### src/rtl/mcif_defines.vh
// Purpose: Constants for the monitor CPU interface control register bank
// Assumes: 32-bit coprocessor data, coprocessor 15 encodings
// Notes:   Included by the bank and its access decoder
`ifndef MCIF_DEFINES_VH
`define MCIF_DEFINES_VH

`define MCIF_COPROC          4'hF
`define MCIF_OPC1            3'h6
`define MCIF_CRN             4'hC
`define MCIF_CRM             4'hC
`define MCIF_OPC2_CTRL       3'h4
`define MCIF_OPC2_SRE        3'h5
`define MCIF_OPC2_GRP1       3'h7

`define MCIF_CTRL_EOI_BIT    2
`define MCIF_CTRL_CBPNS_BIT  1
`define MCIF_CTRL_CBPS_BIT   0
`define MCIF_GRP1_S_BIT      1
`define MCIF_GRP1_NS_BIT     0
`define MCIF_SRE_EN_BIT      3
`define MCIF_SRE_DIB_BIT     2
`define MCIF_SRE_DFB_BIT     1
`define MCIF_SRE_SRE_BIT     0

`define MCIF_CTRL_RESET      3'h0
`define MCIF_GRP1_RESET      2'h0
`define MCIF_SRE_RESET       4'h0

`define MCIF_SEL_NONE        2'h0
`define MCIF_SEL_CTRL        2'h1
`define MCIF_SEL_GRP1        2'h2
`define MCIF_SEL_SRE         2'h3

`define MCIF_RESP_OK         2'h0
`define MCIF_RESP_UNDEF      2'h1
`define MCIF_RESP_TRAP_EL2   2'h2
`define MCIF_RESP_TRAP_EL3   2'h3

`endif

### src/rtl/mcif_decode.v
// Purpose: Decodes a coprocessor access into a monitor register select
// Assumes: Access fields are valid in the same cycle as the strobe
// Notes:   Purely combinational
`timescale 1ns/1ps
`include "mcif_defines.vh"

module mcif_decode (
  input  wire [3:0] coproc,
  input  wire [2:0] opc1,
  input  wire [3:0] crn,
  input  wire [3:0] crm,
  input  wire [2:0] opc2,
  output reg  [1:0] sel
);

  wire space_hit;

  assign space_hit = (coproc == `MCIF_COPROC) && (opc1 == `MCIF_OPC1) &&
                     (crn == `MCIF_CRN) && (crm == `MCIF_CRM);

  always @* begin
    sel = `MCIF_SEL_NONE;
    if (space_hit) begin
      case (opc2)
        `MCIF_OPC2_CTRL: sel = `MCIF_SEL_CTRL;
        `MCIF_OPC2_GRP1: sel = `MCIF_SEL_GRP1;
        `MCIF_OPC2_SRE:  sel = `MCIF_SEL_SRE;
        default:         sel = `MCIF_SEL_NONE;
      endcase
    end
  end

endmodule // mcif_decode

### src/rtl/mcif_regs.v
// Purpose: Monitor control, Group 1 enable and system register enable bank
// Assumes: One access at a time; answer one cycle after the strobe
// Notes:   Bypass support and sysreg-only build are parameters
//
// Contract
// EOI split mode 0: EOI writes drop priority and deactivate together
// EOI split mode 1: EOI drops priority only; deactivate register deactivates
// Nonsecure shared point 0: point 0 for group 0, point 1 for nonsecure group 1
// Nonsecure shared point 1: nonsecure point 1 accesses reach point 0 state
// Secure shared point 1: secure EL1 or non-monitor EL3 point 1 reaches point 0
// Control register at cp15, opc1 6, CRn 12, CRm 12, opc2 4
// Group 1 enable register at same encoding with opc2 7
// Control and Group 1 enable reachable only in monitor mode
// Sysreg enable 0 makes EL3 accesses to these registers undefined
// Hyp trap bit with nonsecure EL1 access traps to EL2
// Bit 1 gates secure Group 1; banked secure enable aliases it
// Bit 0 gates nonsecure Group 1; banked nonsecure enable aliases it
// Enable falling with 1-of-N group 1 pending retargets it elsewhere
// Pending interrupt released when an enable clears
// Group 1 enable fields reset to 0
// Lower access enable 0 traps lower sysreg enable accesses to EL3
// Sysreg enable 0 makes lower access enable act as 1
// Bit 2 disables IRQ bypass; read one when unsupported
// Bit 1 disables FIQ bypass; read one when unsupported
// Sysreg enable 0 makes other interface sysreg accesses undefined
// Sysreg-only build reads sysreg enable as one, writes ignored
// Writable bypass and sysreg enable bits reset to 0
// Sysreg enable register at cp15, opc1 6, CRn 12, CRm 12, opc2 5
// Reserved bits read zero; writes to them ignored
`timescale 1ns/1ps
`include "mcif_defines.vh"

module mcif_regs #(
  parameter IRQ_BYPASS_SUPPORTED = 1,
  parameter FIQ_BYPASS_SUPPORTED = 1,
  parameter SYSREG_ONLY          = 0
) (
  input  wire        REF_CLK,
  input  wire        RST,
  input  wire        ACC_VALID,
  input  wire        ACC_WRITE,
  input  wire [3:0]  ACC_COPROC,
  input  wire [2:0]  ACC_OPC1,
  input  wire [3:0]  ACC_CRN,
  input  wire [3:0]  ACC_CRM,
  input  wire [2:0]  ACC_OPC2,
  input  wire [31:0] ACC_WDATA,
  input  wire        MONITOR_MODE,
  input  wire        NONSECURE,
  input  wire [1:0]  EXC_LEVEL,
  input  wire        HYP_TRAP_CP15_C12,
  input  wire        BANK_G1_WRITE,
  input  wire        BANK_G1_SECURE,
  input  wire        BANK_G1_DATA,
  input  wire        LOWER_SRE_ACCESS,
  input  wire        OTHER_SYSREG_ACCESS,
  input  wire        EOI_WRITE,
  input  wire        EOI_AT_EL3,
  input  wire        DEACT_WRITE,
  input  wire        BPR1_ACCESS,
  input  wire        HPPI_VALID,
  input  wire        HPPI_GROUP1,
  input  wire        HPPI_SECURE,
  input  wire        HPPI_ONE_OF_N,
  output reg         ACC_DONE,
  output reg  [1:0]  ACC_RESP,
  output reg  [31:0] ACC_RDATA,
  output reg         EOI_SPLIT_MODE_MONITOR,
  output reg         SHARED_BINARY_POINT_NONSECURE,
  output reg         SHARED_BINARY_POINT_SECURE,
  output reg         SECURE_GROUP1_GATE,
  output reg         NONSECURE_GROUP1_GATE,
  output reg         IRQ_BYPASS_DISABLE,
  output reg         FIQ_BYPASS_DISABLE,
  output reg         SYSREG_INTERFACE_ENABLE,
  output reg         LOWER_SRE_TRAP_EL3,
  output reg         OTHER_SYSREG_UNDEF,
  output reg         PRIORITY_DROP,
  output reg         DEACTIVATE,
  output reg         BPR1_USES_BPR0,
  output reg         HPPI_RETARGET,
  output reg         HPPI_RELEASE
);

  ////////////////////////////////////////////////////////////////////////////
  // Register state

  reg  [2:0] ctrl;
  reg  [1:0] grp1;
  reg        sre_en;
  reg        irq_bypass_disable;
  reg        dfb;
  reg        sysreg_interface_enable;
  wire [1:0] sel;

  reg  [1:0] next_resp;
  reg  [31:0] next_rdata;
  reg        do_write;
  reg  [1:0] next_grp1;
  reg        fall_s;
  reg        fall_ns;

  wire       sre_eff;
  wire       sre_en_eff;
  wire       dib_eff;
  wire       dfb_eff;

  mcif_decode u_decode (
    .coproc (ACC_COPROC),
    .opc1   (ACC_OPC1),
    .crn    (ACC_CRN),
    .crm    (ACC_CRM),
    .opc2   (ACC_OPC2),
    .sel    (sel)
  );

  // Unsupported features read as one and ignore writes
  assign sre_eff    = (SYSREG_ONLY != 0) ? 1'b1 : sysreg_interface_enable;
  assign sre_en_eff = ((SYSREG_ONLY != 0) || !sre_eff) ? 1'b1 : sre_en;
  assign dib_eff    = (IRQ_BYPASS_SUPPORTED == 0) ? 1'b1 : irq_bypass_disable;
  assign dfb_eff    = (FIQ_BYPASS_SUPPORTED == 0) ? 1'b1 : dfb;

  ////////////////////////////////////////////////////////////////////////////
  // Access checks and read data

  function [1:0] mcif_check;
    input [1:0] s;
    input       mon;
    input       ns;
    input [1:0] el;
    input       t12;
    input       sre_on;
    begin
      mcif_check = `MCIF_RESP_OK;
      if (s == `MCIF_SEL_NONE)
        mcif_check = `MCIF_RESP_UNDEF;
      else if (ns && (el == 2'h1) && t12)
        mcif_check = `MCIF_RESP_TRAP_EL2;
      else if (!mon)
        mcif_check = `MCIF_RESP_UNDEF;
      else if ((s != `MCIF_SEL_SRE) && !sre_on)
        mcif_check = `MCIF_RESP_UNDEF;
    end
  endfunction

  always @* begin
    next_resp  = mcif_check(sel, MONITOR_MODE, NONSECURE, EXC_LEVEL, HYP_TRAP_CP15_C12, sre_eff);
    next_rdata = 32'h0;
    do_write   = ACC_VALID && ACC_WRITE && (next_resp == `MCIF_RESP_OK);
    case (sel)
      `MCIF_SEL_CTRL: next_rdata[2:0] = ctrl;
      `MCIF_SEL_GRP1: next_rdata[1:0] = grp1;
      `MCIF_SEL_SRE:  next_rdata[3:0] = {sre_en_eff && (SYSREG_ONLY != 0) ? 1'b1 : sre_en,
                                         dib_eff, dfb_eff, sre_eff};
      default:        next_rdata = 32'h0;
    endcase
    if (next_resp != `MCIF_RESP_OK)
      next_rdata = 32'h0;
  end

  // Banked enables alias the monitor bits; the monitor write wins a collision
  always @* begin
    next_grp1 = grp1;
    if (BANK_G1_WRITE) begin
      if (BANK_G1_SECURE)
        next_grp1[`MCIF_GRP1_S_BIT] = BANK_G1_DATA;
      else
        next_grp1[`MCIF_GRP1_NS_BIT] = BANK_G1_DATA;
    end
    if (do_write && (sel == `MCIF_SEL_GRP1))
      next_grp1 = ACC_WDATA[1:0];
    fall_s  = grp1[`MCIF_GRP1_S_BIT] && !next_grp1[`MCIF_GRP1_S_BIT];
    fall_ns = grp1[`MCIF_GRP1_NS_BIT] && !next_grp1[`MCIF_GRP1_NS_BIT];
  end

  ////////////////////////////////////////////////////////////////////////////
  // State update

  always @(posedge REF_CLK) begin
    if (RST) begin
      ctrl      <= `MCIF_CTRL_RESET;
      grp1      <= `MCIF_GRP1_RESET;
      {sre_en, irq_bypass_disable, dfb, sysreg_interface_enable} <= `MCIF_SRE_RESET;
      ACC_DONE  <= 1'b0;
      ACC_RESP  <= `MCIF_RESP_OK;
      ACC_RDATA <= 32'h0;
    end else begin
      ACC_DONE  <= ACC_VALID;
      ACC_RESP  <= ACC_VALID ? next_resp : `MCIF_RESP_OK;
      ACC_RDATA <= (ACC_VALID && !ACC_WRITE) ? next_rdata : 32'h0;
      grp1      <= next_grp1;
      if (do_write && (sel == `MCIF_SEL_CTRL))
        ctrl <= ACC_WDATA[2:0];
      if (do_write && (sel == `MCIF_SEL_SRE)) begin
        sre_en <= ACC_WDATA[`MCIF_SRE_EN_BIT];
        if (IRQ_BYPASS_SUPPORTED != 0)
          irq_bypass_disable <= ACC_WDATA[`MCIF_SRE_DIB_BIT];
        if (FIQ_BYPASS_SUPPORTED != 0)
          dfb <= ACC_WDATA[`MCIF_SRE_DFB_BIT];
        if (SYSREG_ONLY == 0)
          sysreg_interface_enable <= ACC_WDATA[`MCIF_SRE_SRE_BIT];
      end
    end
  end

  ////////////////////////////////////////////////////////////////////////////
  // Outputs to the interface logic, all registered

  always @(posedge REF_CLK) begin
    if (RST) begin
      EOI_SPLIT_MODE_MONITOR        <= 1'b0;
      SHARED_BINARY_POINT_NONSECURE <= 1'b0;
      SHARED_BINARY_POINT_SECURE    <= 1'b0;
      SECURE_GROUP1_GATE            <= 1'b0;
      NONSECURE_GROUP1_GATE         <= 1'b0;
      IRQ_BYPASS_DISABLE            <= 1'b0;
      FIQ_BYPASS_DISABLE            <= 1'b0;
      SYSREG_INTERFACE_ENABLE       <= 1'b0;
      LOWER_SRE_TRAP_EL3            <= 1'b0;
      OTHER_SYSREG_UNDEF            <= 1'b0;
      PRIORITY_DROP                 <= 1'b0;
      DEACTIVATE                    <= 1'b0;
      BPR1_USES_BPR0                <= 1'b0;
      HPPI_RETARGET                 <= 1'b0;
      HPPI_RELEASE                  <= 1'b0;
    end else begin
      EOI_SPLIT_MODE_MONITOR        <= ctrl[`MCIF_CTRL_EOI_BIT];
      SHARED_BINARY_POINT_NONSECURE <= ctrl[`MCIF_CTRL_CBPNS_BIT];
      SHARED_BINARY_POINT_SECURE    <= ctrl[`MCIF_CTRL_CBPS_BIT];
      SECURE_GROUP1_GATE            <= grp1[`MCIF_GRP1_S_BIT];
      NONSECURE_GROUP1_GATE         <= grp1[`MCIF_GRP1_NS_BIT];
      IRQ_BYPASS_DISABLE            <= dib_eff;
      FIQ_BYPASS_DISABLE            <= dfb_eff;
      SYSREG_INTERFACE_ENABLE       <= sre_eff;
      // Lower-level trap is skipped when the sysreg interface is off
      LOWER_SRE_TRAP_EL3            <= LOWER_SRE_ACCESS && !sre_en_eff &&
                                       !(NONSECURE && (EXC_LEVEL == 2'h1) && HYP_TRAP_CP15_C12);
      OTHER_SYSREG_UNDEF            <= OTHER_SYSREG_ACCESS && !sre_eff;
      PRIORITY_DROP                 <= EOI_WRITE && EOI_AT_EL3;
      // In combined mode a deactivate register write has no defined effect; it is dropped
      DEACTIVATE                    <= EOI_AT_EL3 &&
                                       ((EOI_WRITE && !ctrl[`MCIF_CTRL_EOI_BIT]) ||
                                        (DEACT_WRITE && ctrl[`MCIF_CTRL_EOI_BIT]));
      BPR1_USES_BPR0                <= BPR1_ACCESS &&
                                       (NONSECURE ? ctrl[`MCIF_CTRL_CBPNS_BIT] :
                                        (!MONITOR_MODE && ctrl[`MCIF_CTRL_CBPS_BIT]));
      HPPI_RETARGET                 <= HPPI_VALID && HPPI_GROUP1 && HPPI_ONE_OF_N &&
                                       (HPPI_SECURE ? fall_s : fall_ns);
      HPPI_RELEASE                  <= HPPI_VALID && HPPI_GROUP1 &&
                                       (HPPI_SECURE ? fall_s : fall_ns);
    end
  end

endmodule // mcif_regs

### config.mk
export PLATFORM = sky130hd
export DESIGN_NAME = mcif_regs
export DESIGN_NICKNAME = d
export VERILOG_FILES = /design/src/rtl/mcif_decode.v /design/src/rtl/mcif_regs.v
export VERILOG_INCLUDE_DIRS = /design/src /design/src/rtl
export SDC_FILE = /design/constraint.sdc
export NUM_CORES = 1
export LEC_CHECK = 0
export ABC_AREA = 1
export BUFFER_PORTS_ARGS = -buffer_cell sky130_fd_sc_hd__buf_2
export CORE_ASPECT_RATIO = 0.6
export CORE_MARGIN = 1
export CORE_UTILIZATION = 40
export CTS_CLUSTER_DIAMETER = 150
export DETAILED_ROUTE_END_ITERATION = 10
export PLACE_DENSITY_LB_ADDON = 0.05
export SYNTH_ARGS = -nofsm -noshare
export SYNTH_HDL_FRONTEND = slang
export SYNTH_SLANG_ARGS = --single-unit
### constraint.sdc
create_clock -name REF_CLK -period 1.76 [get_ports REF_CLK]
set_clock_uncertainty 0.1 [all_clocks]
set_input_delay 0.088 -clock REF_CLK [delete_from_list [all_inputs] [get_ports REF_CLK]]
set_output_delay 0.088 -clock REF_CLK [all_outputs]
set_load 0.03 [all_outputs]
==> impl_metrics.ini <==
[worst_setup_path]
critical_path_arrival_ps = 1700
cp_slowest_cell = dlygate4sd3_1
critPathKind = in -> reg
crit_family = buffers and inverters
crit_buf_inv = 2
critical_path_required_ps = 1830
slowest_delay_ps = 530
path_common_cell = nand2_2
cp-end-kind = flop
cp_cell_sequence = dlygate4sd3_1 > buf_2 > nand2_1 > nor2_2 > o211ai_1 > nand2_2 > nor2_4 > nand2_2 > o21ai_0 > a21oi_1
crit_path_start_kind = primary input
crit_path_max_fanout = 8

[status]
failed_checks = DRC
status = complete, but fails checks

[cts]
worstSkewPairLatency_ps = 280
cts.sinks = 31
h-tree-depth = 2
clkTransAtPathRegs_ps = 70
cts_tree = yes
cts_root_buffer = clkbuf_8
cts_buffer_depth = 2
cts_made_buffers = 5

[die]
die_y_um = 51.5
dieWidth_um = 84.5
die-area_um2 = 4350
core_um2 = 3790
initial_core_util_pct = 43.1
core.rowCount = 17
ios = 122

[global_routing]
grt_antenna_before_repair = 0
grt_pass1_wl_um = 5830
grt_overflow = 0
track_usage_pct = 17.5
grt_pass1_vias = 1322
grt_max_degree = 17

[synth]
ys_types = 27
ys_warn_count = 0
synthArstFlopShare_pct = 0
syn_inst = 227
syn-cell-area_um2 = 1630
synth_common_cells = 38 x inv_1, 35 x nor2_1, 32 x nand2_1
synth_top_area_share_pct = 38.0
yosysMostFrequentCell = inv_1
postSynthAreaPerCell_um2 = 7.19
synth.area.top_cells = dfxtp_1 38%, buf_4 13%, inv_1 8.7%
synth_edf_count = 0
synth_seq_area_share_pct = 38.0
ys_ff_latch = 31
ys.flop_type = dfxtp_1
synth_top_area_cell = dfxtp_1

[flow_run]
max_cap_violations = 0

[drt]
routed_via_density = 4.15
drtPass1Iterations = 7
vias = 1480
final_antenna_net_count = 0
drc = 15
totalWireLength_um = 3590
post_drt_wl_per_cell_um = 10.1
drtIter0Drc = 64

[final_layout]
num-nets-final = 381
utilization_pct = 55.8
drive_gt1_share_pct = 33.2
syn_to_final_growth_pct = 29.5
antenna_cells = 0
nFillCells = 379

[timing]
fin_crit_sh_pct = 92.6
tns_ps = 0
layout_setup_ws_ps = 131
hold_violations = 0
rsz0062_at_grt = no
setup_violations = 0
fin_crit_ps = 1630
fmax_mhz = 614
drv_slew = 0
hold_slack_ps = 9.17

[placement]
hpwl_um = 2810
gp_congestion = 0.784
preCtsSetupSlack_ps = 158
portBuffers = 65

[power_and_ir_drop]
power.leakage_uw = 0.00115
ir_drop_v = 0.000331
powerDensity_nw_per_um2 = 711

[worst_hold_path]
hold_class = in -> reg
-- area by class of cell --
class | instances | area [um^2] | area share, %
sequential | 31 | 621 | 29.4
timing repair buffer | 78 | 448 | 21.2
clock buffer | 5 | 68.8 | 3.26
tap | 47 | 58.8 | 2.78
clock inverter | 3 | 15.0 | 0.710
multi-input combinational | 153 | 751 | 35.5
inverter | 40 | 151 | 7.16
-- through the flow --
step | area (um^2) | total power, uW | instances
after floorplan | 1730 | 935 | 254
after global placement | 1910 | 967 | 338
after detailed placement | 1910 | 967 | 338
after CTS | 2100 | 1510 | 356
after global routing | 2110 | 1560 | 357
final | 2110 | 1500 | 357
-- routing by layer --
layer,routed length (um),GRT usage (%),vias up
met2,1320,26.1,65
met3,344,5.65,0
li1,-,-,805
met4,0,2.54,0
met5,0,0,-
met1,1930,25.1,610
-- where the power goes --
| part | internal (uW) | switching (uW) | total [uW] |
|---|---|---|---|
| Clock | 270 | 263 | 533 |
| Sequential | 712 | 4.47 | 717 |
| Combinational | 77.4 | 176 | 253 |
| Total | 1060 | 444 | 1500 |
-- tightest hold or removal path: stages --
cell and delay, ps:
buf_2 110, nor2_1 90, a211oi_1 50
-- sequential cells by signal (all words and copies together) (netlist names), 2 cells and up --
register and flops:
ACC_RDATA 4, ctrl 3, ACC_RESP 2, grp1 2
-- layout by cell type, fill, tap and decap left out, types with 3 or more instances in the layout --
cell | synthesis | final
buf_2 | 0 | 65
nand3_2 | 2 | 3
nand2_1 | 32 | 32
o211ai_1 | 3 | 3
nand2_2 | 7 | 7
nor2_4 | 3 | 3
nor2_2 | 7 | 8
dlygate4sd3_1 | 0 | 10
clkinv_2 | 1 | 4
clkbuf_8 | 0 | 5
nand3_1 | 7 | 6
a21oi_1 | 9 | 9
o21ai_0 | 5 | 5
conb_1 | 1 | 28
buf_4 | 28 | 3
nor2_1 | 35 | 34
inv_1 | 38 | 38
a211oi_1 | 4 | 4
dfxtp_1 | 31 | 31
-- final timing paths --
| path | slack [ps] | start | cells past startpoint | endpoint |
|---|---|---|---|---|
| min | 9 | ACC_WDATA[2] | 3 | ctrl[2] |
| max | 130 | NONSECURE | 10 | sre_en |
| min reg2reg | 360 | dfb | 2 | FIQ_BYPASS_DISABLE |
| max reg2reg | 340 | mcif_check.sre_on | 7 | sre_en |
-- kinds of logic (layout without fill, tap and decap cells) --
| group | count (synthesis) | after routing | synth area share (%) |
|---|---|---|---|
| compound gates | 25 | 25 | 9.74 |
| buf+inv | 70 | 126 | 22.6 |
| flops | 31 | 31 | 38.0 |
| other cells | 1 | 28 | 0.230 |
| simple gates | 100 | 100 | 29.4 |
-- repair_timing --
action / in CTS / in global routing
buffers inserted: 0 / 1
endpoints found under the hold margin: 7 / 0
gates resized for setup: 0 / 2
hold buffers: 10 / 0
endpoints found under the setup margin: 0 / 9
Note: power is estimated with default switching activity, not from simulation.
